**config.mk**
```make
export PLATFORM = sky130hd
export DESIGN_NAME = ewo_enveloped_write_ordering
export DESIGN_NICKNAME = d
export VERILOG_FILES = /design/src/verilog/ewo_pkg.sv /design/src/verilog/ewo_enveloped_write_ordering.sv
export SDC_FILE = /design/constraint.sdc
export NUM_CORES = 1
export LEC_CHECK = 0
export ABC_CLOCK_PERIOD_IN_PS = 3400
export BUFFER_PORTS_ARGS = -buffer_cell sky130_fd_sc_hd__buf_2
export CAP_MARGIN = 20
export CORE_MARGIN = 2
export CORE_UTILIZATION = 54
export DETAILED_ROUTE_END_ITERATION = 6
export MAX_ROUTING_LAYER = met4
export PLACE_DENSITY = 0.76
export SETUP_SLACK_MARGIN = 0.05
export SYNTH_ARGS = -nofsm -noshare
export SYNTH_HDL_FRONTEND = slang
export SYNTH_SLANG_ARGS = --single-unit
```
**constraint.sdc**
```tcl
create_clock -name clock -period 3.4 [get_ports clock]
set_input_delay 0 -clock clock [delete_from_list [all_inputs] [get_ports clock]]
set_output_delay 0 -clock clock [all_outputs]
set_load 0.02 [all_outputs]
```
**src/verilog/ewo_pkg.sv**
```systemverilog
// Purpose: shared constants and types for the enveloped write ordering logic
// Assumes: single-beat data tenures, one bus clock
// Notes: pending tenure queue depth and bus width fixed here

// ----------------------------------------------------------------------
// package
// ----------------------------------------------------------------------
package ewo_pkg;
  localparam int unsigned EWO_DEPTH = 4;
  localparam int unsigned EWO_IDX_W = 2;
  localparam int unsigned EWO_CNT_W = 3;
  localparam int unsigned EWO_DATA_W = 64;
  localparam int unsigned EWO_TAG_W = 3;

  localparam logic [EWO_CNT_W-1:0] EWO_CNT_ZERO = 3'h0;
  localparam logic [EWO_CNT_W-1:0] EWO_CNT_ONE = 3'h1;
  localparam logic [EWO_CNT_W-1:0] EWO_CNT_FULL = 3'h4;
  localparam logic [EWO_IDX_W-1:0] EWO_IDX_ZERO = 2'h0;
  localparam logic [EWO_TAG_W-1:0] EWO_TAG_ZERO = 3'h0;
  localparam logic [EWO_TAG_W-1:0] EWO_TAG_ONE = 3'h1;
  localparam logic [EWO_DATA_W-1:0] EWO_DATA_ZERO = 64'h0;

  typedef enum logic {
    EWO_IDLE,
    EWO_WRITING
  } ewo_tenure_e;
endpackage

```
**src/verilog/ewo_enveloped_write_ordering.sv**
```systemverilog
// Purpose: orders the data tenures of pipelined bus transactions
// Assumes: arbiter pins are synchronous to clock; no address retry here
// Notes: single-beat tenures; busy held one clock per write tenure

`timescale 1ns/1ns

module ewo_enveloped_write_ordering (
  input wire logic clock,
  input wire logic rst_n,
  input wire logic addr_req_valid,
  input wire logic addr_req_write,
  input wire logic [ewo_pkg::EWO_DATA_W-1:0] addr_req_data,
  output logic addr_req_ready,
  input wire logic address_tenure_grant_n,
  input wire logic data_tenure_grant_n,
  input wire logic write_first_modifier_n,
  input wire logic data_tenure_busy_n_in,
  output logic data_tenure_busy_n_out,
  output logic data_tenure_busy_oe,
  input wire logic [ewo_pkg::EWO_DATA_W-1:0] data_bus_in,
  output logic [ewo_pkg::EWO_DATA_W-1:0] data_bus_out,
  output logic data_bus_oe,
  output logic [ewo_pkg::EWO_DATA_W-1:0] read_data,
  output logic read_valid,
  output logic write_done
);

  // --------------------------------------------------------------------
  // helpers
  // --------------------------------------------------------------------
  function automatic logic [ewo_pkg::EWO_IDX_W:0] ewo_first_write(
    input logic [ewo_pkg::EWO_DEPTH-1:0] wr,
    input logic [ewo_pkg::EWO_CNT_W-1:0] cnt
  );
    logic [ewo_pkg::EWO_IDX_W:0] r;
    r = '0;
    for (int i = ewo_pkg::EWO_DEPTH - 1; i >= 0; i--) begin
      if (wr[i] && (i < cnt)) begin
        r = {1'h1, i[ewo_pkg::EWO_IDX_W-1:0]};
      end
    end
    return r;
  endfunction

  function automatic logic ewo_any_read(
    input logic [ewo_pkg::EWO_DEPTH-1:0] wr,
    input logic [ewo_pkg::EWO_CNT_W-1:0] cnt
  );
    logic r;
    r = 1'h0;
    for (int i = 0; i < ewo_pkg::EWO_DEPTH; i++) begin
      if (!wr[i] && (i < cnt)) begin
        r = 1'h1;
      end
    end
    return r;
  endfunction

  // --------------------------------------------------------------------
  // pending data tenure queue, oldest address tenure at index zero
  // --------------------------------------------------------------------
  logic [ewo_pkg::EWO_DEPTH-1:0] is_wr_ff;
  logic [ewo_pkg::EWO_DEPTH-1:0] nxt_is_wr;
  logic [ewo_pkg::EWO_DATA_W-1:0] data_ff [ewo_pkg::EWO_DEPTH];
  logic [ewo_pkg::EWO_DATA_W-1:0] nxt_data [ewo_pkg::EWO_DEPTH];
  logic [ewo_pkg::EWO_TAG_W-1:0] tag_ff [ewo_pkg::EWO_DEPTH];
  logic [ewo_pkg::EWO_TAG_W-1:0] nxt_tag [ewo_pkg::EWO_DEPTH];
  logic [ewo_pkg::EWO_CNT_W-1:0] count_ff;
  logic [ewo_pkg::EWO_CNT_W-1:0] nxt_count;
  logic [ewo_pkg::EWO_TAG_W-1:0] wr_push_tag_ff;
  logic [ewo_pkg::EWO_TAG_W-1:0] wr_next_tag_ff;
  ewo_pkg::ewo_tenure_e tenure_st_ff;
  ewo_pkg::ewo_tenure_e nxt_tenure_st;
  logic [ewo_pkg::EWO_DATA_W-1:0] data_out_ff;
  logic [ewo_pkg::EWO_DATA_W-1:0] read_data_ff;
  logic read_valid_ff;
  logic write_done_ff;

  logic addr_taken;
  logic qual_grant;
  logic wfm;
  logic [ewo_pkg::EWO_IDX_W:0] first_wr;
  logic any_read;
  logic use_wf;
  logic [ewo_pkg::EWO_IDX_W-1:0] sel_idx;
  logic [ewo_pkg::EWO_IDX_W-1:0] tail_idx;
  logic [ewo_pkg::EWO_DATA_W-1:0] sel_data;
  logic [ewo_pkg::EWO_TAG_W-1:0] sel_tag;
  logic start_wr;
  logic start_rd;

  // --------------------------------------------------------------------
  // grant decode and tenure selection
  // --------------------------------------------------------------------
  assign addr_req_ready = (count_ff != ewo_pkg::EWO_CNT_FULL);
  // write contents captured here, not at data grant
  assign addr_taken = !address_tenure_grant_n && addr_req_valid &&
                      addr_req_ready;
  // bus idle, own tenure done and something pending
  assign qual_grant = !data_tenure_grant_n && data_tenure_busy_n_in &&
                      (tenure_st_ff == ewo_pkg::EWO_IDLE) &&
                      (count_ff != ewo_pkg::EWO_CNT_ZERO);
  assign wfm = !write_first_modifier_n;
  assign first_wr = ewo_first_write(is_wr_ff, count_ff);
  assign any_read = ewo_any_read(is_wr_ff, count_ff);
  // modifier counts only with a qualified grant
  // oldest write only, so writes keep their order
  assign use_wf = qual_grant && wfm && first_wr[ewo_pkg::EWO_IDX_W];
  // head of queue otherwise
  assign sel_idx = use_wf ? first_wr[ewo_pkg::EWO_IDX_W-1:0] :
                   ewo_pkg::EWO_IDX_ZERO;
  assign tail_idx = count_ff[ewo_pkg::EWO_IDX_W-1:0];
  assign sel_data = data_ff[sel_idx];
  assign sel_tag = tag_ff[sel_idx];
  assign start_wr = qual_grant && is_wr_ff[sel_idx];
  // a grant without modifier completes the enveloping read
  assign start_rd = qual_grant && !is_wr_ff[sel_idx];

  // --------------------------------------------------------------------
  // queue update: remove selected entry, append new address tenure
  // --------------------------------------------------------------------
  always_comb begin
    nxt_is_wr = is_wr_ff;
    nxt_data = data_ff;
    nxt_tag = tag_ff;
    nxt_count = count_ff;
    if (qual_grant) begin
      // entries behind the removed one close up
      for (int i = 0; i < ewo_pkg::EWO_DEPTH - 1; i++) begin
        if (i >= sel_idx) begin
          nxt_is_wr[i] = is_wr_ff[i+1];
          nxt_data[i] = data_ff[i+1];
          nxt_tag[i] = tag_ff[i+1];
        end
      end
      nxt_count = count_ff - ewo_pkg::EWO_CNT_ONE;
    end
    if (addr_taken) begin
      nxt_is_wr[nxt_count[ewo_pkg::EWO_IDX_W-1:0]] = addr_req_write;
      nxt_data[nxt_count[ewo_pkg::EWO_IDX_W-1:0]] = addr_req_data;
      nxt_tag[nxt_count[ewo_pkg::EWO_IDX_W-1:0]] = wr_push_tag_ff;
      nxt_count = nxt_count + ewo_pkg::EWO_CNT_ONE;
    end
  end

  always_ff @(posedge clock) begin
    if (!rst_n) begin
      is_wr_ff <= '0;
      count_ff <= ewo_pkg::EWO_CNT_ZERO;
      for (int i = 0; i < ewo_pkg::EWO_DEPTH; i++) begin
        data_ff[i] <= ewo_pkg::EWO_DATA_ZERO;
        tag_ff[i] <= ewo_pkg::EWO_TAG_ZERO;
      end
    end else begin
      is_wr_ff <= nxt_is_wr;
      count_ff <= nxt_count;
      data_ff <= nxt_data;
      tag_ff <= nxt_tag;
    end
  end

  // write sequence numbers at address grant and at data tenure
  always_ff @(posedge clock) begin
    if (!rst_n) begin
      wr_push_tag_ff <= ewo_pkg::EWO_TAG_ZERO;
      wr_next_tag_ff <= ewo_pkg::EWO_TAG_ZERO;
    end else begin
      if (addr_taken && addr_req_write) begin
        wr_push_tag_ff <= wr_push_tag_ff + ewo_pkg::EWO_TAG_ONE;
      end
      if (start_wr) begin
        wr_next_tag_ff <= wr_next_tag_ff + ewo_pkg::EWO_TAG_ONE;
      end
    end
  end

  // --------------------------------------------------------------------
  // data tenure: busy and data drive for writes, capture for reads
  // --------------------------------------------------------------------
  always_comb begin
    nxt_tenure_st = tenure_st_ff;
    unique case (tenure_st_ff)
      ewo_pkg::EWO_IDLE: begin
        if (start_wr) begin
          nxt_tenure_st = ewo_pkg::EWO_WRITING;
        end
      end
      ewo_pkg::EWO_WRITING: begin
        // write tenure ends after one clock whatever busy reads; busy_oe then drops
        nxt_tenure_st = ewo_pkg::EWO_IDLE;
      end
    endcase
  end

  always_ff @(posedge clock) begin
    if (!rst_n) begin
      tenure_st_ff <= ewo_pkg::EWO_IDLE;
      data_out_ff <= ewo_pkg::EWO_DATA_ZERO;
      write_done_ff <= 1'h0;
    end else begin
      tenure_st_ff <= nxt_tenure_st;
      write_done_ff <= (tenure_st_ff == ewo_pkg::EWO_WRITING);
      if (start_wr) begin
        data_out_ff <= sel_data;
      end
    end
  end

  always_ff @(posedge clock) begin
    if (!rst_n) begin
      read_data_ff <= ewo_pkg::EWO_DATA_ZERO;
      read_valid_ff <= 1'h0;
    end else begin
      read_valid_ff <= start_rd;
      if (start_rd) begin
        read_data_ff <= data_bus_in;
      end
    end
  end

  assign data_tenure_busy_oe = (tenure_st_ff == ewo_pkg::EWO_WRITING);
  assign data_tenure_busy_n_out = 1'h0;
  assign data_bus_oe = (tenure_st_ff == ewo_pkg::EWO_WRITING);
  assign data_bus_out = data_out_ff;
  assign read_data = read_data_ff;
  assign read_valid = read_valid_ff;
  assign write_done = write_done_ff;
endmodule

```
==> reports/results.ini, run 1 <==
[setup_path]
start_kind=flip-flop
critical_path_peak_fanout=65
end_kind=flip-flop
path_class=reg -> reg
rrSetupSlack_ns=0.31
worstPathArrival_ns=3.55
crit_required_ns=3.86

[power_and_ir_drop]
ir_worst_vdd_v=0.000423
leakage_nw=7.89
seq_power_share=0.438
power.switching_mw=3.24
switching_share=0.275
comb_power_share=0.146
pwr-share-clk=0.416
powerDensity_nw_per_um2=542
p_int_mw=8.51

[sta]
skew_ns=0.0203
final.period_utilization=0.910
setup_violations=0
maxSlewViolCount=0
tightest_slew_ns=1.08
fin_crit_ns=3.09
setup_tns_ns=0
hold_slack_ns=0.0403
fmax_mhz=323
rsz0062_at_grt=false
hold_viol=0
maxSlewHeadroom=0.277

[detailed_routing]
drcViolationCount=0
dr.pass1.iters=6
drtAntennaViolNets=0
vias_per_cell=6.72
wl_per_cell_um=22.4
routed_wl_mm=63.0
drt_iter0_markers=2035
vias=18923

[job]
cap_violations=0

[logic_synthesis]
ys_ff_latch=394
synth-async-reset-ratio=0
synth_area_per_cell_um2=8.14
yosys_warnings=0
synth_adder_area_share=0.00503
yosysTopAreaCell=dfxtp_1
synth_edf_count=0
syn_area_um2=17400
synth_top_cell_area_share=0.453
syn_inst=2137
synth_area_leaders=dfxtp_1 45%, o21ai_0 11%, a31oi_1 7.0%, nand2_1 5.8%, a21oi_1 5.6%
synth_commonest_cells=394 x dfxtp_1, 377 x o21ai_0, 269 x nand2_1
synth.net_count=2280
synth_top_family_by_area=compound AO/OA/AOI/OAI gates
synth-xor-area-share=0.00151
synth_compound_area_frac=0.349
synthSimpleGateAreaFrac=0.129
yosys-mux-area-fraction=0.000575
yosysMostFrequentCell=dfxtp_1
synth_flop_cell=dfxtp_1
seq_area_frac_synth=0.453
ys_types=44

[place]
place_congestion=0.912
portBuffers=268
dp_hpwl_mm=32.1

[floorplanning]
pin_count=270
row_count=65
die_w_um=184
initial_core_util=0.550
dieArea_um2=33700
fp.dieH_um=184
core-area_um2=31600

[grt]
grt_pass1_wl_mm=98.1
grt_pass1_vias=18648
overflow=0
grt.total_usage=0.371
grt_max_degree=134
grt_antenna_before_repair=3

[cts]
clk_pin_slew_ns=0.06
clock_path_buffers=3
post_cts_buffers=0
clock_latency_ns=0.55
cts.htree.levels=2
cts_made_buffers=43
cts_num_sinks=394
cts_root_buf=clkbuf_16
cts_tree=yes

[final_layout]
seqCellArea_um2=7890
fill_cells=2469
areaGrowthSynthToFinish_pct=24.6
multi_input_area_um2=8590
nets=2520
drive_gt1_frac=0.172

[hold_path]
hp-class=in -> reg

[status]
status=finished, final reports clean

-- kinds of logic (layout without fill, tap and decap cells) --
| logic type | count (synthesis) | after routing |
|---|---|---|
| AOI/OAI and AO/OA | 990 | 990 |
| xor gates and xnor gates | 3 | 3 |
| adders and majority gates | 7 | 7 |
| buffers and inverters | 252 | 525 |
| DFF | 394 | 394 |
| muxes | 1 | 1 |
| other | 1 | 4 |
| and+or+nand+nor | 489 | 489 |
-- registers in the layout (all words and copies together), names as in the netlist --
signal	cells
count_ff	3
data_bus_oe	1
data_bus_out	64
data_ff	256
is_wr_ff	4
read_data	64
read_valid	1
write_done	1
-- final timing paths --
kind | from | endpoint | cells past startpoint
worst max-delay path | count_ff[1] | data_ff[86] | 10
worst min-delay path | rst_n | data_ff[192] | 3
worst max register to register | count_ff[1] | data_ff[86] | 10
worst min register to register | data_bus_out[27] | data_bus_out[27] | 1
-- through the flow --
step	utilization	power, mW	setup WS (ns)	std cells	cell area, um2
5_1_grt	0.685	12.1	0.104	2815	21700
3_5_place_dp	0.597	6.76	0.330	2605	18900
4_1_cts	0.685	11.7	0.315	2812	21700
2_1_floorplan	-	6.22	0.483	2137	17400
3_3_place_gp	0.597	6.69	0.531	2605	18900
6_report	0.685	11.8	0.306	2815	21700
-- timing repair --
| item | CTS | global route |
|---|---|---|
| endpoints found under the setup margin | 0 | 8 |
| gates resized for setup | 0 | 2 |
| hold endpoints to repair | 324 | 0 |
| hold buffers | 129 | 0 |
-- critical path, stage by stage, from the launching register on --
cell     delay, ns
dfxtp_1       0.35
inv_1         0.12
ha_1          0.18
nor2b_1       0.49
or2_2         0.26
o21ai_1       0.13
ha_1          0.26
nand2_2       0.05
buf_4         0.70
o21ai_0       0.23
a21oi_1       0.22
-- cell type report --
class | instances | area share
inverters | 5 | 0.000981
flip-flops and latches | 394 | 0.364
clock inverters | 19 | 0.0114
multi-input cells | 1491 | 0.396
clock buffers | 59 | 0.0571
diodes | 3 | 0.000346
repair buffers | 442 | 0.147
well taps | 402 | 0.0232
-- layout by cell type (no fill, tap or decap), types with 3 or more instances in the layout --
master / count
bufinv_16: 5
xnor2_1: 3
a32o_1: 65
nand3_1: 131
buf_12: 15
nand2_4: 4
clkbuf_1: 7
nor2b_1: 3
nand2_1: 264
a31oi_1: 194
ha_1: 7
a21oi_1: 196
clkbuf_16: 44
diode_2: 3
buf_2: 267
or2_2: 3
and3_1: 64
nor2_1: 3
buf_4: 30
o21ai_1: 16
o22a_1: 64
o21ai_0: 376
inv_1: 4
and2_1: 4
dlygate4sd3_1: 129
clkinv_2: 8
a211o_1: 64
dfxtp_1: 394
clkbuf_8: 8
inv_6: 3
-- metal layers --
metal,global-route usage,part of all wire
met2,0.603,0.47
met4,0.199,0.047
met3,0.0608,0.11
met1,0.443,0.37
met5,-,0
-- power by group through the flow --
stage	registers [mW]	clock network (mW)	logic (mW)
2_1_floorplan	5.24	0	0.981
3_3_place_gp	5.22	0	1.47
3_5_place_dp	5.23	0	1.52
4_1_cts	5.14	4.90	1.65
5_1_grt	5.19	5.10	1.84
6_report	5.15	4.89	1.71
(Power assumes the default switching activity.)
==> run 2, diff against run 1 <==
ABC_CLOCK_PERIOD_IN_PS = 3150   (was 3400)
clock period = 3.15 ns   (was 3.4 ns; I/O delays follow)
==> run 2 against run 1 <==
  * Flip-flop and latch count unchanged
  * Global-route usage decreased by 0.31 points
  * Clock power about the same
  * Utilization increased by 0.11 points
  * Via count increased by 0.79%
  * Non-clock buffer count increased by 11
  * Final cell count increased by 0.18%
  * Worst hold slack improved by 0.098 ns
  * Critical path depth decreased by 4
  * First-iteration DRC count decreased by 1.2%
  * Clock-buffer cell count increased by 8
  * Design area increased by 0.16%
  * Critical endpoint is now data_ff[228]
==> reports/results.ini, run 2 (synthesis gave the netlist of run 1 again) <==
[status]
status=finished, final reports clean  ; unchanged

[floorplanning]
fp.dieH_um=184  ; unchanged
dieArea_um2=33700  ; unchanged
die_w_um=184  ; unchanged
core-area_um2=31600  ; unchanged
pin_count=270  ; unchanged
row_count=65  ; unchanged
initial_core_util=0.550  ; unchanged

[final_layout]
layoutNonFillerInstCount=2820  ; was 2815
nets=2530  ; was 2520
antenna_cells=0  ; was 3
mostFrequentLayoutCells=394 x dfxtp_1, 376 x o21ai_0, 267 x buf_2  ; unchanged
mostFrequentLayoutCell=dfxtp_1  ; unchanged
largest_reg_flops=256  ; unchanged
drive_gt1_frac=0.171  ; was 0.172
areaGrowthSynthToFinish_pct=24.8  ; was 24.6%
top_register=data_ff  ; unchanged
fill_cells=2471  ; was 2469

[detailed_routing]
route.met3.wl_mm=6.84  ; was 7.01 mm
wl_met2_mm=29.0  ; was 29.4 mm
drcViolationCount=0  ; unchanged
top_layer_used=met4  ; unchanged
routed_wl_mm=62.1  ; was 63.0 mm
vias=19072  ; was 18923
drt_iter0_markers=2010  ; was 2035
dr.pass1.iters=6  ; unchanged
drtAntennaViolNets=0  ; unchanged
wl_per_cell_um=22.0  ; was 22.4 um
wl_met1_mm=23.5  ; was 23.6 mm
vias_per_cell=6.76  ; was 6.72

[setup_path]
max_stage_delay_ns=0.91  ; was 0.70 ns
path_class=reg -> reg  ; unchanged
start_kind=flip-flop  ; unchanged
critical_path_peak_fanout=65  ; unchanged
reg2reg_depth=6  ; was 10
crit_required_ns=3.61  ; was 3.86 ns
worstPathArrival_ns=3.42  ; was 3.55 ns
cpMaxStageDelayCell=o31ai_4  ; was buf_4
crit_chain=o31a_1 > or2_2 > o31ai_4 > buf_12 > o21ai_0 > a31oi_1  ; was inv_1 > ha_1 > nor2b_1 > or2_2 > o21ai_1 > ha_1 > nand2_2 > buf_4 > o21ai_0 > a21oi_1
end_kind=flip-flop  ; unchanged

[place]
dpl.cell_count=2615  ; was 2605
place_congestion=0.857  ; was 0.912
dp_hpwl_mm=33.9  ; was 32.1 mm
portBuffers=268  ; unchanged

[grt]
grt_pass1_vias=18910  ; was 18648
grt_max_degree=176  ; was 134
grt_pass1_wl_mm=97.8  ; was 98.1 mm
grt.total_usage=0.368  ; was 0.371
grt_antenna_before_repair=0  ; was 3
overflow=0  ; unchanged

[sta]
hold_slack_ns=0.139  ; was 0.0403 ns
setup_tns_ns=0  ; unchanged
hold_viol=0  ; unchanged
final.period_utilization=0.939  ; was 0.910
tightest_slew_ns=1.07  ; was 1.08 ns
maxSlewViolCount=0  ; unchanged
fmax_mhz=338  ; was 323 MHz
fin_crit_ns=2.96  ; was 3.09 ns
rsz0062_at_grt=false  ; unchanged
skew_ns=0.0221  ; was 0.0203 ns
maxSlewHeadroom=0.287  ; was 0.277
setup_violations=0  ; unchanged

[power_and_ir_drop]
powerDensity_nw_per_um2=567  ; was 542 nW/um2
ir_worst_vdd_v=0.000459  ; was 0.000423 V
leakage_nw=7.92  ; was 7.89 nW
finalPower_mw=12.3  ; was 11.8 mW

[cts]
cts_made_buffers=42  ; was 43
clk_pin_slew_ns=0.06  ; about the same
cts.htree.levels=2  ; unchanged
cts_tree=yes  ; unchanged
cts_num_sinks=394  ; unchanged
clock_latency_ns=0.55  ; about the same
clock_path_buffers=3  ; unchanged
cts_root_buf=clkbuf_16  ; unchanged

[hold_path]
holdPathStages=5  ; was 3
hp-class=in -> reg  ; unchanged

[job]
cap_violations=0  ; unchanged

==> run 2: cell types whose count changed in the layout (fill, tap and decap cells not counted) <==
cell,before,now
bufinv_16,5,1
clkinv_2,8,5
buf_4,30,31
clkinvlp_4,2,1
clkinv_8,1,0
dlygate4sd3_1,129,130
buf_12,15,25
clkbuf_8,8,10
inv_6,3,1
diode_2,3,0
clkbuf_1,7,14
clkbuf_16,44,43
buf_16,1,0
==> run 2: final cells by class <==
class | count | area [um2] | share of cell area
clock buffers | 67 | 1270 | 0.0583
well taps | 402 | 503 | 0.0232
multi-input cells | 1491 | 8590 | 0.396
inverters | 5 | 21.3 | 0.000980
clock inverters | 8 | 71.3 | 0.00328
repair buffers | 453 | 3370 | 0.155
flip-flops and latches | 394 | 7890 | 0.363
==> run 2: metal layers <==
metal | up-vias | track usage
met5 | - | -
met4 | 0 | 0.193
met3 | 259 | 0.0602
met2 | 1395 | 0.597
met1 | 9006 | 0.442
li1 | 8412 | -
==> run 2: path summary, 6_finish.rpt <==
path                           from          endpoint  slack, ns
max                     count_ff[2]      data_ff[228]       0.19
min          address_tenure_grant_n       count_ff[0]       0.14
max reg2reg             count_ff[2]      data_ff[228]       0.19
min reg2reg        data_bus_out[29]  data_bus_out[29]       0.46
==> run 2: power breakdown <==
group / switching [mW] / internal (mW)
registers: 0.227 / 5.33
logic: 1.16 / 0.734
clock network: 2.03 / 2.83
==> run 2: stage by stage <==
step | instance area [um2] | worst slack [ns] | util
floorplan | 17400 | 0.233 | -
global placement | 19100 | 0.381 | 0.603
detailed placement | 19100 | 0.217 | 0.603
CTS | 21700 | 0.158 | 0.686
global route | 21700 | 0.0966 | 0.686
finish | 21700 | 0.191 | 0.686
==> run 2: timing repair <==
item / in CTS / in global routing
hold endpoints to repair: 324 / 0
setup buffers: 0 / 0
setup endpoints to repair: 0 / 47
hold buffers: 130 / 0
gates resized for setup: 0 / 1
==> run 2: critical path: cells and delay by family (launching register included) <==
| kind | cells | cell delay (ns) |
|---|---|---|
| and+or+nand+nor | 1 | 0.35 |
| AOI/OAI and AO/OA | 4 | 1.67 |
| buffers and inverters | 1 | 0.39 |
| DFF | 1 | 0.42 |
